--- src/verilog/dtc_regs.svh ---
// register offsets, field positions, reset values and prescale counts
// for the dual timer control block; included by dtc_timer_ctrl
// Summary of operation
// - timer1 overflow (timer0 high byte overflow in split mode) sets control bit 7; software or timer1 vectoring clears it
// - timer0 overflow sets control bit 5; software or timer0 vectoring clears it
// - control bit 6 starts timer1 when set, stops it when cleared; beside split timer0 it runs timer0 high byte and timer1 runs free
// - control bit 4 starts timer0 when set, stops it when cleared
// - control bit 3 pends ext irq1; vectoring clears it only when edge typed
// - control bit 1 pends ext irq0; vectoring clears it only when edge typed
// - control bit 2 picks ext irq1 level (0) or edge (1) detection
// - control bit 0 picks ext irq0 level (0) or edge (1) detection
// - control register at 0x88, bit addressable, all bits writable, resets zero
// - timer1 gate set means counting also needs ext irq1 input active
// - timer0 gate set means counting also needs ext irq0 input active
// - timer1 counter select picks internal clock or count pin falling edges
// - timer0 counter select picks internal clock or count pin falling edges
// - timer1 mode: 13-bit, 16-bit, 8-bit reload, or inactive
// - timer0 mode: 13-bit, 16-bit, 8-bit reload, or two 8-bit halves
// - 13-bit mode counts high byte plus low five bits, overflows past 0x1FFF
// - reload mode counts low byte, reloads it from high byte on overflow
// - split mode high byte counts internally, run by timer1 run, sets timer1 flag
// - prescaler gives clock /12, /4, /48 or synchronised external clock /8
`ifndef DTC_REGS_SVH
`define DTC_REGS_SVH

`define DTC_TIMER_CONTROL_STATUS_ADDR 8'h88
`define DTC_TIMER_MODE_SELECT_ADDR 8'h89
`define DTC_TL0_ADDR 8'h8A
`define DTC_TL1_ADDR 8'h8B
`define DTC_TH0_ADDR 8'h8C
`define DTC_TH1_ADDR 8'h8D

`define DTC_TIMER_CONTROL_STATUS_RESET 8'h00
`define DTC_TIMER_MODE_SELECT_RESET 8'h00
`define DTC_COUNT_RESET 8'h00

`define DTC_TF1_BIT 7
`define DTC_TR1_BIT 6
`define DTC_TF0_BIT 5
`define DTC_TR0_BIT 4
`define DTC_IE1_BIT 3
`define DTC_IT1_BIT 2
`define DTC_IE0_BIT 1
`define DTC_IT0_BIT 0

`define DTC_TIMER1_GATE_BIT 7
`define DTC_CT1_BIT 6
`define DTC_T1MODE_HI 5
`define DTC_T1MODE_LO 4
`define DTC_TIMER0_GATE_BIT 3
`define DTC_CT0_BIT 2
`define DTC_T0MODE_HI 1
`define DTC_T0MODE_LO 0

`define DTC_DIV_SYS12 6'd12
`define DTC_DIV_SYS4 6'd4
`define DTC_DIV_SYS48 6'd48
`define DTC_DIV_EXT8 3'h7

`endif

--- src/verilog/dtc_pkg.sv ---
// types shared by the dual timer control block
// assumes the constants header is included by each module that needs it
package dtc_pkg;

    typedef enum logic [1:0] {
        dtc_mode_13bit,
        dtc_mode_16bit,
        dtc_mode_auto8,
        dtc_mode_split
    } dtc_mode_e;

    typedef enum logic [1:0] {
        dtc_pre_div12,
        dtc_pre_div4,
        dtc_pre_div48,
        dtc_pre_ext8
    } dtc_pre_e;

    // special-function access from the core, same clock
    typedef struct packed {
        logic [7:0] addr;
        logic wr;
        logic rd;
        logic [7:0] wdata;
        logic bit_wr;
        logic bit_val;
    } dtc_sfr_req_s;

    // one-cycle vectoring acknowledges from the interrupt logic
    typedef struct packed {
        logic timer0_ack;
        logic timer1_ack;
        logic ext_irq0_ack;
        logic ext_irq1_ack;
    } dtc_vec_s;

    // settings held by the clock control and ext irq config registers
    typedef struct packed {
        logic [1:0] prescale_select;
        logic timer0_clock_select;
        logic timer1_clock_select;
        logic ext_irq0_polarity;
        logic ext_irq1_polarity;
    } dtc_cfg_s;

endpackage

--- src/verilog/dtc_timer_ctrl.sv ---
// timer 0/1 control, mode and counting logic with ext irq flags
// assumes sfr requests, vector acks and config come from ref_clk logic
`timescale 1ns/1ps
`default_nettype none
`include "dtc_regs.svh"
module dtc_timer_ctrl
    import dtc_pkg::*;
(
    // clock, reset, enable
    input wire logic ref_clk,
    input wire logic reset,
    input wire logic ce,
    // register access
    input wire dtc_sfr_req_s sfr_req,
    output logic [7:0] sfr_rdata,
    // interrupt vectoring and outside settings
    input wire dtc_vec_s vec_ack,
    input wire dtc_cfg_s cfg,
    // pins
    input wire logic timer0_count_pin,
    input wire logic timer1_count_pin,
    input wire logic ext_irq0_input,
    input wire logic ext_irq1_input,
    input wire logic ext_clk_in,
    // status
    output logic [7:0] timer_control_status,
    output logic [7:0] timer_mode_select,
    output logic timer0_overflow_tick,
    output logic timer1_overflow_tick
);
    logic [7:0] timer_control_status_q, timer_control_status_d, timer_mode_select_q;
    logic [7:0] tl0_q, th0_q, tl1_q, th1_q;
    logic [7:0] rdata_q;
    logic t0_tick_q, t1_tick_q;
    logic [5:0] div_cnt_q;
    logic [2:0] ext_cnt_q;
    logic [4:0] lvl, rise, fall;
    logic [5:0] div_lim;
    logic sys_tick, ext_tick, pre_tick;
    logic ext_irq0_input_act, ext_irq1_input_act, ext_irq0_input_edge, ext_irq1_input_edge;
    logic run_en0, run_en1, int_tick0, int_tick1, src0, src1;
    logic t0split, t1_active, t0_cnt, th0_cnt, t1_cnt;
    logic t0_ovf, th0_ovf, t1_ovf, tf1_set;
    logic [16:0] step0, step1;
    logic [8:0] th0_step;
    logic [7:0] wmask, wval, vclr, hwset;
    logic wr_timer_control_status, wr_timer_mode_select, wr_tl0, wr_th0, wr_tl1, wr_th1, bit_timer_control_status;
    dtc_mode_e mode0, mode1;

    // one step of a counter: {overflow, high byte, low byte}
    function automatic logic [16:0] dtc_step(input dtc_mode_e m,
        input logic [7:0] hi, input logic [7:0] lo);
        logic [12:0] s13;
        logic [16:0] s16;
        logic [8:0] s8;
        s13 = {hi, lo[4:0]} + 13'h0001;
        s16 = {1'b0, hi, lo} + 17'h00001;
        s8 = {1'b0, lo} + 9'h001;
        unique case (m)
            dtc_mode_13bit: return {&{hi, lo[4:0]}, s13[12:5], lo[7:5],
                s13[4:0]};
            dtc_mode_16bit: return s16;
            dtc_mode_auto8: return {s8[8], hi,
                s8[8] ? hi : s8[7:0]};
            dtc_mode_split: return {s8[8], hi, s8[7:0]};
        endcase
    endfunction

    // pins: t0, t1, ext_irq0_input, ext_irq1_input, external clock
    dtc_pin_sync #(
        .WIDTH(5)
    ) u_sync (
        .ref_clk(ref_clk),
        .reset(reset),
        .ce(ce),
        .pin_in({ext_clk_in, ext_irq1_input, ext_irq0_input,
            timer1_count_pin, timer0_count_pin}),
        .level(lvl),
        .rise(rise),
        .fall(fall)
    );

    // address decode
    assign wr_timer_control_status = sfr_req.wr && sfr_req.addr == `DTC_TIMER_CONTROL_STATUS_ADDR;
    assign wr_timer_mode_select = sfr_req.wr && sfr_req.addr == `DTC_TIMER_MODE_SELECT_ADDR;
    assign wr_tl0 = sfr_req.wr && sfr_req.addr == `DTC_TL0_ADDR;
    assign wr_th0 = sfr_req.wr && sfr_req.addr == `DTC_TH0_ADDR;
    assign wr_tl1 = sfr_req.wr && sfr_req.addr == `DTC_TL1_ADDR;
    assign wr_th1 = sfr_req.wr && sfr_req.addr == `DTC_TH1_ADDR;
    // bit addresses 0x88..0x8F reach the control bits singly
    assign bit_timer_control_status = sfr_req.bit_wr &&
        sfr_req.addr[7:3] == 5'(`DTC_TIMER_CONTROL_STATUS_ADDR >> 3);

    // prescaler
    always_comb begin
        unique case (dtc_pre_e'(cfg.prescale_select))
            dtc_pre_div12: div_lim = `DTC_DIV_SYS12;
            dtc_pre_div4: div_lim = `DTC_DIV_SYS4;
            dtc_pre_div48: div_lim = `DTC_DIV_SYS48;
            dtc_pre_ext8: div_lim = `DTC_DIV_SYS12;
        endcase
    end
    assign sys_tick = div_cnt_q >= div_lim - 6'd1;
    assign ext_tick = rise[4] && ext_cnt_q == `DTC_DIV_EXT8;
    assign pre_tick = dtc_pre_e'(cfg.prescale_select) == dtc_pre_ext8 ?
        ext_tick : sys_tick;

    always_ff @(posedge ref_clk or posedge reset) begin
        if (reset) begin
            div_cnt_q <= 6'h00;
        end else if (ce) begin
            div_cnt_q <= sys_tick ? 6'h00 : div_cnt_q + 6'h01;
        end
    end

    always_ff @(posedge ref_clk or posedge reset) begin
        if (reset) begin
            ext_cnt_q <= 3'h0;
        end else if (ce && rise[4]) begin
            ext_cnt_q <= ext_cnt_q + 3'h1;
        end
    end

    // ext irq detection and gating
    assign ext_irq0_input_act = lvl[2] == cfg.ext_irq0_polarity;
    assign ext_irq1_input_act = lvl[3] == cfg.ext_irq1_polarity;
    assign ext_irq0_input_edge = cfg.ext_irq0_polarity ? rise[2] : fall[2];
    assign ext_irq1_input_edge = cfg.ext_irq1_polarity ? rise[3] : fall[3];

    assign mode0 = dtc_mode_e'(timer_mode_select_q[`DTC_T0MODE_HI:`DTC_T0MODE_LO]);
    assign mode1 = dtc_mode_e'(timer_mode_select_q[`DTC_T1MODE_HI:`DTC_T1MODE_LO]);
    assign t0split = mode0 == dtc_mode_split;
    assign t1_active = mode1 != dtc_mode_split;

    assign run_en0 = timer_control_status_q[`DTC_TR0_BIT] &&
        (!timer_mode_select_q[`DTC_TIMER0_GATE_BIT] || ext_irq0_input_act);
    assign run_en1 = timer_control_status_q[`DTC_TR1_BIT] &&
        (!timer_mode_select_q[`DTC_TIMER1_GATE_BIT] || ext_irq1_input_act);
    assign int_tick0 = cfg.timer0_clock_select || pre_tick;
    assign int_tick1 = cfg.timer1_clock_select || pre_tick;
    assign src0 = timer_mode_select_q[`DTC_CT0_BIT] ? fall[0] : int_tick0;
    assign src1 = timer_mode_select_q[`DTC_CT1_BIT] ? fall[1] : int_tick1;

    assign t0_cnt = run_en0 && src0;
    // split high half: internal clock only, run by timer1 run bit
    assign th0_cnt = t0split && timer_control_status_q[`DTC_TR1_BIT] && int_tick0;
    // timer1 beside a split timer0 runs on its mode, internal clock only
    assign t1_cnt = t1_active &&
        (t0split ? int_tick1 : run_en1 && src1);

    assign step0 = dtc_step(mode0, th0_q, tl0_q);
    assign step1 = dtc_step(mode1, th1_q, tl1_q);
    assign th0_step = {1'b0, th0_q} + 9'h001;
    assign t0_ovf = t0_cnt && step0[16];
    assign th0_ovf = th0_cnt && th0_step[8];
    assign t1_ovf = t1_cnt && step1[16];
    assign tf1_set = t0split ? th0_ovf : t1_ovf;

    // counters; a software write to a byte beats its count that cycle
    always_ff @(posedge ref_clk or posedge reset) begin
        if (reset) begin
            tl0_q <= `DTC_COUNT_RESET;
        end else if (ce) begin
            if (wr_tl0) begin
                tl0_q <= sfr_req.wdata;
            end else if (t0_cnt) begin
                tl0_q <= step0[7:0];
            end
        end
    end

    always_ff @(posedge ref_clk or posedge reset) begin
        if (reset) begin
            th0_q <= `DTC_COUNT_RESET;
        end else if (ce) begin
            if (wr_th0) begin
                th0_q <= sfr_req.wdata;
            end else if (th0_cnt) begin
                th0_q <= th0_step[7:0];
            end else if (!t0split && t0_cnt) begin
                th0_q <= step0[15:8];
            end
        end
    end

    always_ff @(posedge ref_clk or posedge reset) begin
        if (reset) begin
            tl1_q <= `DTC_COUNT_RESET;
            th1_q <= `DTC_COUNT_RESET;
        end else if (ce) begin
            if (wr_tl1) begin
                tl1_q <= sfr_req.wdata;
            end else if (t1_cnt) begin
                tl1_q <= step1[7:0];
            end
            if (wr_th1) begin
                th1_q <= sfr_req.wdata;
            end else if (t1_cnt) begin
                th1_q <= step1[15:8];
            end
        end
    end

    // control register: hardware set wins over any clear
    always_comb begin
        wmask = 8'h00;
        wval = 8'h00;
        if (wr_timer_control_status) begin
            wmask = 8'hFF;
            wval = sfr_req.wdata;
        end else if (bit_timer_control_status) begin
            wmask[sfr_req.addr[2:0]] = 1'b1;
            wval[sfr_req.addr[2:0]] = sfr_req.bit_val;
        end
        vclr = 8'h00;
        vclr[`DTC_TF1_BIT] = vec_ack.timer1_ack;
        vclr[`DTC_TF0_BIT] = vec_ack.timer0_ack;
        vclr[`DTC_IE1_BIT] = vec_ack.ext_irq1_ack &&
            timer_control_status_q[`DTC_IT1_BIT];
        vclr[`DTC_IE0_BIT] = vec_ack.ext_irq0_ack &&
            timer_control_status_q[`DTC_IT0_BIT];
        hwset = 8'h00;
        hwset[`DTC_TF1_BIT] = tf1_set;
        hwset[`DTC_TF0_BIT] = t0_ovf;
        hwset[`DTC_IE1_BIT] = timer_control_status_q[`DTC_IT1_BIT] ?
            ext_irq1_input_edge : ext_irq1_input_act;
        hwset[`DTC_IE0_BIT] = timer_control_status_q[`DTC_IT0_BIT] ?
            ext_irq0_input_edge : ext_irq0_input_act;
        timer_control_status_d = (timer_control_status_q & ~vclr & ~wmask) | (wval & wmask) | hwset;
    end

    always_ff @(posedge ref_clk or posedge reset) begin
        if (reset) begin
            timer_control_status_q <= `DTC_TIMER_CONTROL_STATUS_RESET;
        end else if (ce) begin
            timer_control_status_q <= timer_control_status_d;
        end
    end

    always_ff @(posedge ref_clk or posedge reset) begin
        if (reset) begin
            timer_mode_select_q <= `DTC_TIMER_MODE_SELECT_RESET;
        end else if (ce && wr_timer_mode_select) begin
            timer_mode_select_q <= sfr_req.wdata;
        end
    end

    // read data and overflow ticks
    always_ff @(posedge ref_clk or posedge reset) begin
        if (reset) begin
            rdata_q <= 8'h00;
        end else if (ce && sfr_req.rd) begin
            unique case (sfr_req.addr)
                `DTC_TIMER_CONTROL_STATUS_ADDR: rdata_q <= timer_control_status_q;
                `DTC_TIMER_MODE_SELECT_ADDR: rdata_q <= timer_mode_select_q;
                `DTC_TL0_ADDR: rdata_q <= tl0_q;
                `DTC_TL1_ADDR: rdata_q <= tl1_q;
                `DTC_TH0_ADDR: rdata_q <= th0_q;
                `DTC_TH1_ADDR: rdata_q <= th1_q;
                default: rdata_q <= 8'h00;
            endcase
        end
    end

    always_ff @(posedge ref_clk or posedge reset) begin
        if (reset) begin
            t0_tick_q <= 1'b0;
            t1_tick_q <= 1'b0;
        end else if (ce) begin
            t0_tick_q <= t0_ovf;
            t1_tick_q <= t1_ovf;
        end
    end

    assign sfr_rdata = rdata_q;
    assign timer_control_status = timer_control_status_q;
    assign timer_mode_select = timer_mode_select_q;
    assign timer0_overflow_tick = t0_tick_q;
    assign timer1_overflow_tick = t1_tick_q;

    // checks
    a_tf0_on_ovf: assert property (
        @(posedge ref_clk) disable iff (reset)
        ce && t0_ovf |=> timer_control_status_q[`DTC_TF0_BIT] && t0_tick_q)
        else $error("timer0 overflow did not set its flag");

    a_tf1_on_ovf: assert property (
        @(posedge ref_clk) disable iff (reset)
        ce && tf1_set |=> timer_control_status_q[`DTC_TF1_BIT])
        else $error("timer1 overflow did not set its flag");

    a_tf1_vec_clear: assert property (
        @(posedge ref_clk) disable iff (reset)
        ce && vec_ack.timer1_ack && !tf1_set && !wr_timer_control_status && !bit_timer_control_status
        |=> !timer_control_status_q[`DTC_TF1_BIT])
        else $error("timer1 vectoring did not clear its flag");

    a_run_stop0: assert property (
        @(posedge ref_clk) disable iff (reset)
        ce && !timer_control_status_q[`DTC_TR0_BIT] && !wr_tl0 |=> $stable(tl0_q))
        else $error("timer0 low byte moved while stopped");

    a_timer1_gate_hold: assert property (
        @(posedge ref_clk) disable iff (reset)
        ce && timer_mode_select_q[`DTC_TIMER1_GATE_BIT] && !ext_irq1_input_act && !t0split && !wr_tl1
        |=> $stable(tl1_q))
        else $error("timer1 counted with gate input inactive");

    a_reload_low: assert property (
        @(posedge ref_clk) disable iff (reset)
        ce && mode0 == dtc_mode_auto8 && t0_cnt && tl0_q == 8'hFF &&
        !wr_tl0 && !wr_th0
        |=> tl0_q == $past(th0_q) && $stable(th0_q))
        else $error("reload mode did not reload from high byte");

    a_edge_pend0: assert property (
        @(posedge ref_clk) disable iff (reset)
        ce && timer_control_status_q[`DTC_IT0_BIT] && ext_irq0_input_edge |=> timer_control_status_q[`DTC_IE0_BIT])
        else $error("ext irq0 edge did not pend");

    a_level_keep1: assert property (
        @(posedge ref_clk) disable iff (reset)
        ce && !timer_control_status_q[`DTC_IT1_BIT] && timer_control_status_q[`DTC_IE1_BIT] &&
        vec_ack.ext_irq1_ack && !wr_timer_control_status && !bit_timer_control_status
        |=> timer_control_status_q[`DTC_IE1_BIT])
        else $error("level ext irq1 flag cleared by vectoring");

    a_t1_inactive: assert property (
        @(posedge ref_clk) disable iff (reset)
        ce && !t1_active && !wr_tl1 && !wr_th1
        |=> $stable(tl1_q) && $stable(th1_q))
        else $error("timer1 counted in inactive mode");

    a_pin_once: assert property (
        @(posedge ref_clk) disable iff (reset)
        ce && fall[0] |=> !fall[0])
        else $error("count pin edge seen twice");

    a_timer_mode_select_write: assert property (
        @(posedge ref_clk) disable iff (reset)
        ce && wr_timer_mode_select |=> timer_mode_select_q == $past(sfr_req.wdata))
        else $error("mode register write lost");

    a_timer_control_status_read: assert property (
        @(posedge ref_clk) disable iff (reset)
        ce && sfr_req.rd && sfr_req.addr == `DTC_TIMER_CONTROL_STATUS_ADDR
        |=> sfr_rdata == $past(timer_control_status_q))
        else $error("control register read wrong");

    c_tf0_set: cover property (@(posedge ref_clk) disable iff (reset)
        ce && t0_ovf);
    c_split_tf1: cover property (@(posedge ref_clk) disable iff (reset)
        ce && th0_ovf);
    c_reload: cover property (@(posedge ref_clk) disable iff (reset)
        ce && mode1 == dtc_mode_auto8 && t1_ovf);
    c_edge_irq1: cover property (@(posedge ref_clk) disable iff (reset)
        ce && timer_control_status_q[`DTC_IT1_BIT] && ext_irq1_input_edge);
endmodule
`default_nettype wire

--- src/verilog/dtc_pin_sync.sv ---
// two-flop synchroniser with edge detection for a group of pins
// assumes pins are asynchronous to ref_clk; ce freezes all state
`timescale 1ns/1ps
`default_nettype none
module dtc_pin_sync #(
    parameter int WIDTH = 1
) (
    // clock and reset
    input wire logic ref_clk,
    input wire logic reset,
    input wire logic ce,
    // pins
    input wire logic [WIDTH-1:0] pin_in,
    // synchronised level and edges
    output logic [WIDTH-1:0] level,
    output logic [WIDTH-1:0] rise,
    output logic [WIDTH-1:0] fall
);
    logic [WIDTH-1:0] meta_q;
    logic [WIDTH-1:0] sync_q;
    logic [WIDTH-1:0] prev_q;

    always_ff @(posedge ref_clk or posedge reset) begin
        if (reset) begin
            meta_q <= '0;
            sync_q <= '0;
            prev_q <= '0;
        end else if (ce) begin
            meta_q <= pin_in;
            sync_q <= meta_q;
            prev_q <= sync_q;
        end
    end

    // successive samples compared once, so one edge gives one pulse
    assign level = sync_q;
    assign rise = sync_q & ~prev_q;
    assign fall = ~sync_q & prev_q;
endmodule
`default_nettype wire

--- config.mk ---
export PLATFORM = sky130hd
export DESIGN_NAME = dtc_timer_ctrl
export DESIGN_NICKNAME = d
export VERILOG_FILES = /design/src/verilog/dtc_pkg.sv /design/src/verilog/dtc_timer_ctrl.sv /design/src/verilog/dtc_pin_sync.sv
export VERILOG_INCLUDE_DIRS = /design/src /design/src/verilog
export SDC_FILE = /design/constraint.sdc
export NUM_CORES = 1
export LEC_CHECK = 0
export BUFFER_PORTS_ARGS = -buffer_cell sky130_fd_sc_hd__buf_2
export CORE_AREA = 2 2 102 104
export CTS_CLUSTER_DIAMETER = 60
export DETAILED_ROUTE_END_ITERATION = 6
export DIE_AREA = 0 0 104 106
export PLACE_DENSITY = 0.8
export SYNTH_ARGS = -nofsm -noshare
export SYNTH_HDL_FRONTEND = slang
export SYNTH_SLANG_ARGS = --single-unit
--- constraint.sdc ---
create_clock -name ref_clk -period 3.4 [get_ports ref_clk]
set_input_delay 0.51 -clock ref_clk [delete_from_list [all_inputs] [get_ports ref_clk]]
set_output_delay 0.51 -clock ref_clk [all_outputs]
set_load 0.005 [all_outputs]
==> flow_summary.ini <==
[finish]
fill_cells = 863
drive_gt1_share_pct = 18.9
num_antenna_cells = 0
area_growth_syn_to_layout_pct = 11.0
final_nets = 757

[grt]
grt_use_total_pct = 33.9
grt_max_degree = 59
antenna_found_initial = 0
grt-ovfl-total = 0
grt_pass1_vias = 5329
grt_pass1_wl_um = 29000

[critical_path]
ff2ff_setup_slack_ps = 730
r2r_end = tl1_q[3]
r2r-start = ext_cnt_q[0]
crit_arrival_ps = 2920
critPathLaunchType = flop
end_kind = flop
critPathKind = flop to flop
r2r_cells = 9
worstPathRequired_ps = 3650
critical_path.max_fanout = 7

[synth]
avgSynthCellArea_um2 = 8.69
yosysWarnings = 0
synthesis.nets = 717
syn_area_mm2 = 0.00581
netlist_top_cells_count = dfrtp_1 (82), nand2_1 (62), nor2_1 (53)
synth_most_common_cell = dfrtp_1
synth_seq_area_share_pct = 35.3
yosysUniqueCellTypes = 83
syn_inst = 669
synth_largest_area_cell = dfrtp_1
ys.flop_type = dfrtp_1
synthTopCellsByArea = dfrtp_1 (35%), mux2_2 (4.3%), nand2_1 (4.0%)
synth_edf_count = 0
yosysTopAreaCellShare_pct = 35.3
ys_ff_latch = 82
synthArstFlopShare_pct = 100

[sta]
skew_ps = 21.1
tightestPinTransition_ps = 703
fin_crit_ps = 2670
finalCritPeriodShare_pct = 78.5
setup_violations = 0
finalHoldViolCount = 0
finalWorstSetupSlack_ps = 731
drv_slew = 0
max_freq_ghz = 0.375
fin_setup_tns_ps = 0
rsz0062_at_grt = no
max_slew_margin_pct = 53.1

[detailed_routing]
via_per_inst = 6.79
ant_nets = 0
drc = 0
via_count = 5770
drt_pass1_iterations = 7
wl_um = 18500
detail_route.wl_per_cell_um = 21.8
drt_iter0_drc = 699

[clock_network]
cts.clk_slew.worst_paths_ps = 90
postCtsSetupBuffers = 0
numCtsBuffers = 9
hold_buffers = 0
clockBufferDepth = 2
htreeDepth = 3
clkLatencyLatePin_ps = 370
cts-root-buf = clkbuf_8
cts-resized-gates = 0
cts.sinks = 82
cts_tree = done

[floorplanning]
die_width_um = 104
rows = 37
pin_count = 64
die_area_mm2 = 0.0110
die_h_um = 106
initial_core_util_pct = 58.1
core_mm2 = 0.0100

[placement]
dpl_worst_slack_ps = 475
place_congestion = 1.00
post-dp-hpwl_um = 13200
portBuffers = 63

[pwr]
peakVddDrop_mv = 0.349
powerDensity_mw_per_mm2 = 496
leakage_nw = 2.69

[run_status]
status = complete, no violations

[worst_hold_path]
hp-class = primary input to async pin

[flow_run]
maxCapViolations = 0
## through the flow
stage	area (um^2)	power (mW)	hold WS [ps]	utilization, %	std cells
floorplan	5810	1.95	453	-	669
finish	6450	3.20	145	64.5	850
global route	6450	3.36	164	64.5	850
CTS	6450	3.18	147	64.5	850
global placement	6190	2.20	457	61.9	834
detailed placement	6190	2.23	467	61.9	834
## state kept, by name (all words and copies together) (netlist names), named ones only
| register | cells |
|---|---|
| div_cnt_q | 6 |
| ext_cnt_q | 3 |
| sfr_rdata | 8 |
| th0_q | 8 |
| th1_q | 8 |
| timer0_overflow_tick | 1 |
| timer1_overflow_tick | 1 |
| timer_control_status | 4 |
| timer_mode_select | 8 |
| tl0_q | 8 |
| tl1_q | 8 |
| u_sync.level | 5 |
| u_sync.meta_q | 5 |
| u_sync.prev_q | 5 |
## worst max path at each step
stage / slack (ps) / cells past startpoint / startpoint / to
after floorplan: 780 / 1 / reset / async pin
after global placement: 570 / 7 / sfr_req[18] / th0_q[3]
after detailed placement: 470 / 9 / cfg[4] / th0_q[1]
after CTS: 750 / 9 / ext_cnt_q[0] / tl1_q[3]
after global routing: 640 / 9 / ext_cnt_q[0] / tl1_q[3]
final: 730 / 9 / ext_cnt_q[0] / tl1_q[3]
## placed cells by master, fill, tap and decap left out, types with 5 or more instances in the layout
cell / netlist / final
mux2_2: 22 / 22
nand2_1: 62 / 62
mux2_1: 7 / 7
o22ai_1: 9 / 9
a22oi_1: 5 / 5
xnor2_1: 17 / 17
xor2_1: 11 / 11
o21ai_1: 16 / 16
nor3_1: 15 / 15
nor4_1: 6 / 6
o32ai_1: 7 / 7
buf_4: 0 / 12
nand4_1: 10 / 10
inv_1: 22 / 21
nand2b_1: 9 / 9
a211oi_1: 8 / 8
a21oi_1: 40 / 40
clkbuf_8: 0 / 9
dfrtp_1: 82 / 82
nor2_1: 53 / 53
a31oi_1: 10 / 10
o31ai_1: 8 / 8
ha_1: 10 / 10
mux2i_1: 16 / 16
buf_2: 8 / 63
nand3_1: 29 / 29
o21ai_0: 39 / 39
## power by group
part / leakage [nW] / internal (mW) / switching, mW
Clock: 0.131 / 0.567 / 0.392
Combinational: 1.52 / 0.384 / 0.458
Sequential: 1.04 / 1.13 / 0.266
Total: 2.69 / 2.09 / 1.12
## logic make-up (layout without fill, tap and decap cells)
group	count (synthesis)	in the layout	share of synthesized area, %
xor gates and xnor gates	28	28	4.22
muxes	47	47	9.15
adders and majority gates	10	10	2.15
and+or+nand+nor	229	229	20.6
other	1	1	0.0645
AOI/OAI and AO/OA	204	204	23.6
buffers and inverters	68	113	4.95
DFF	82	82	35.3
## per-layer routing
layer	routed length, um	GRT usage [%]	vias up
met3	2060	7.42	79
met4	784	15.1	0
met2	7940	50.8	396
met5	0	0	-
li1	-	-	2568
met1	7730	47.2	2727
## layout make-up
class | count | area [um^2] | area share, %
inverters | 22 | 83.8 | 1.30
clock buffers | 10 | 128 | 1.98
multi-input cells | 519 | 3470 | 53.9
flip-flops and latches | 82 | 2050 | 31.8
clock inverters | 6 | 138 | 2.13
well taps | 136 | 170 | 2.64
repair buffers | 75 | 405 | 6.28
## worst max-delay path, stage by stage (launching register included)
cell	delay, ps
dfrtp_1	410
ha_1	200
ha_1	180
and3b_1	210
a221o_1	380
a21oi_2	300
a211oi_1	90
buf_4	190
o21a_2	260
mux2_1	340
Power figures use the tool's default switching activity.
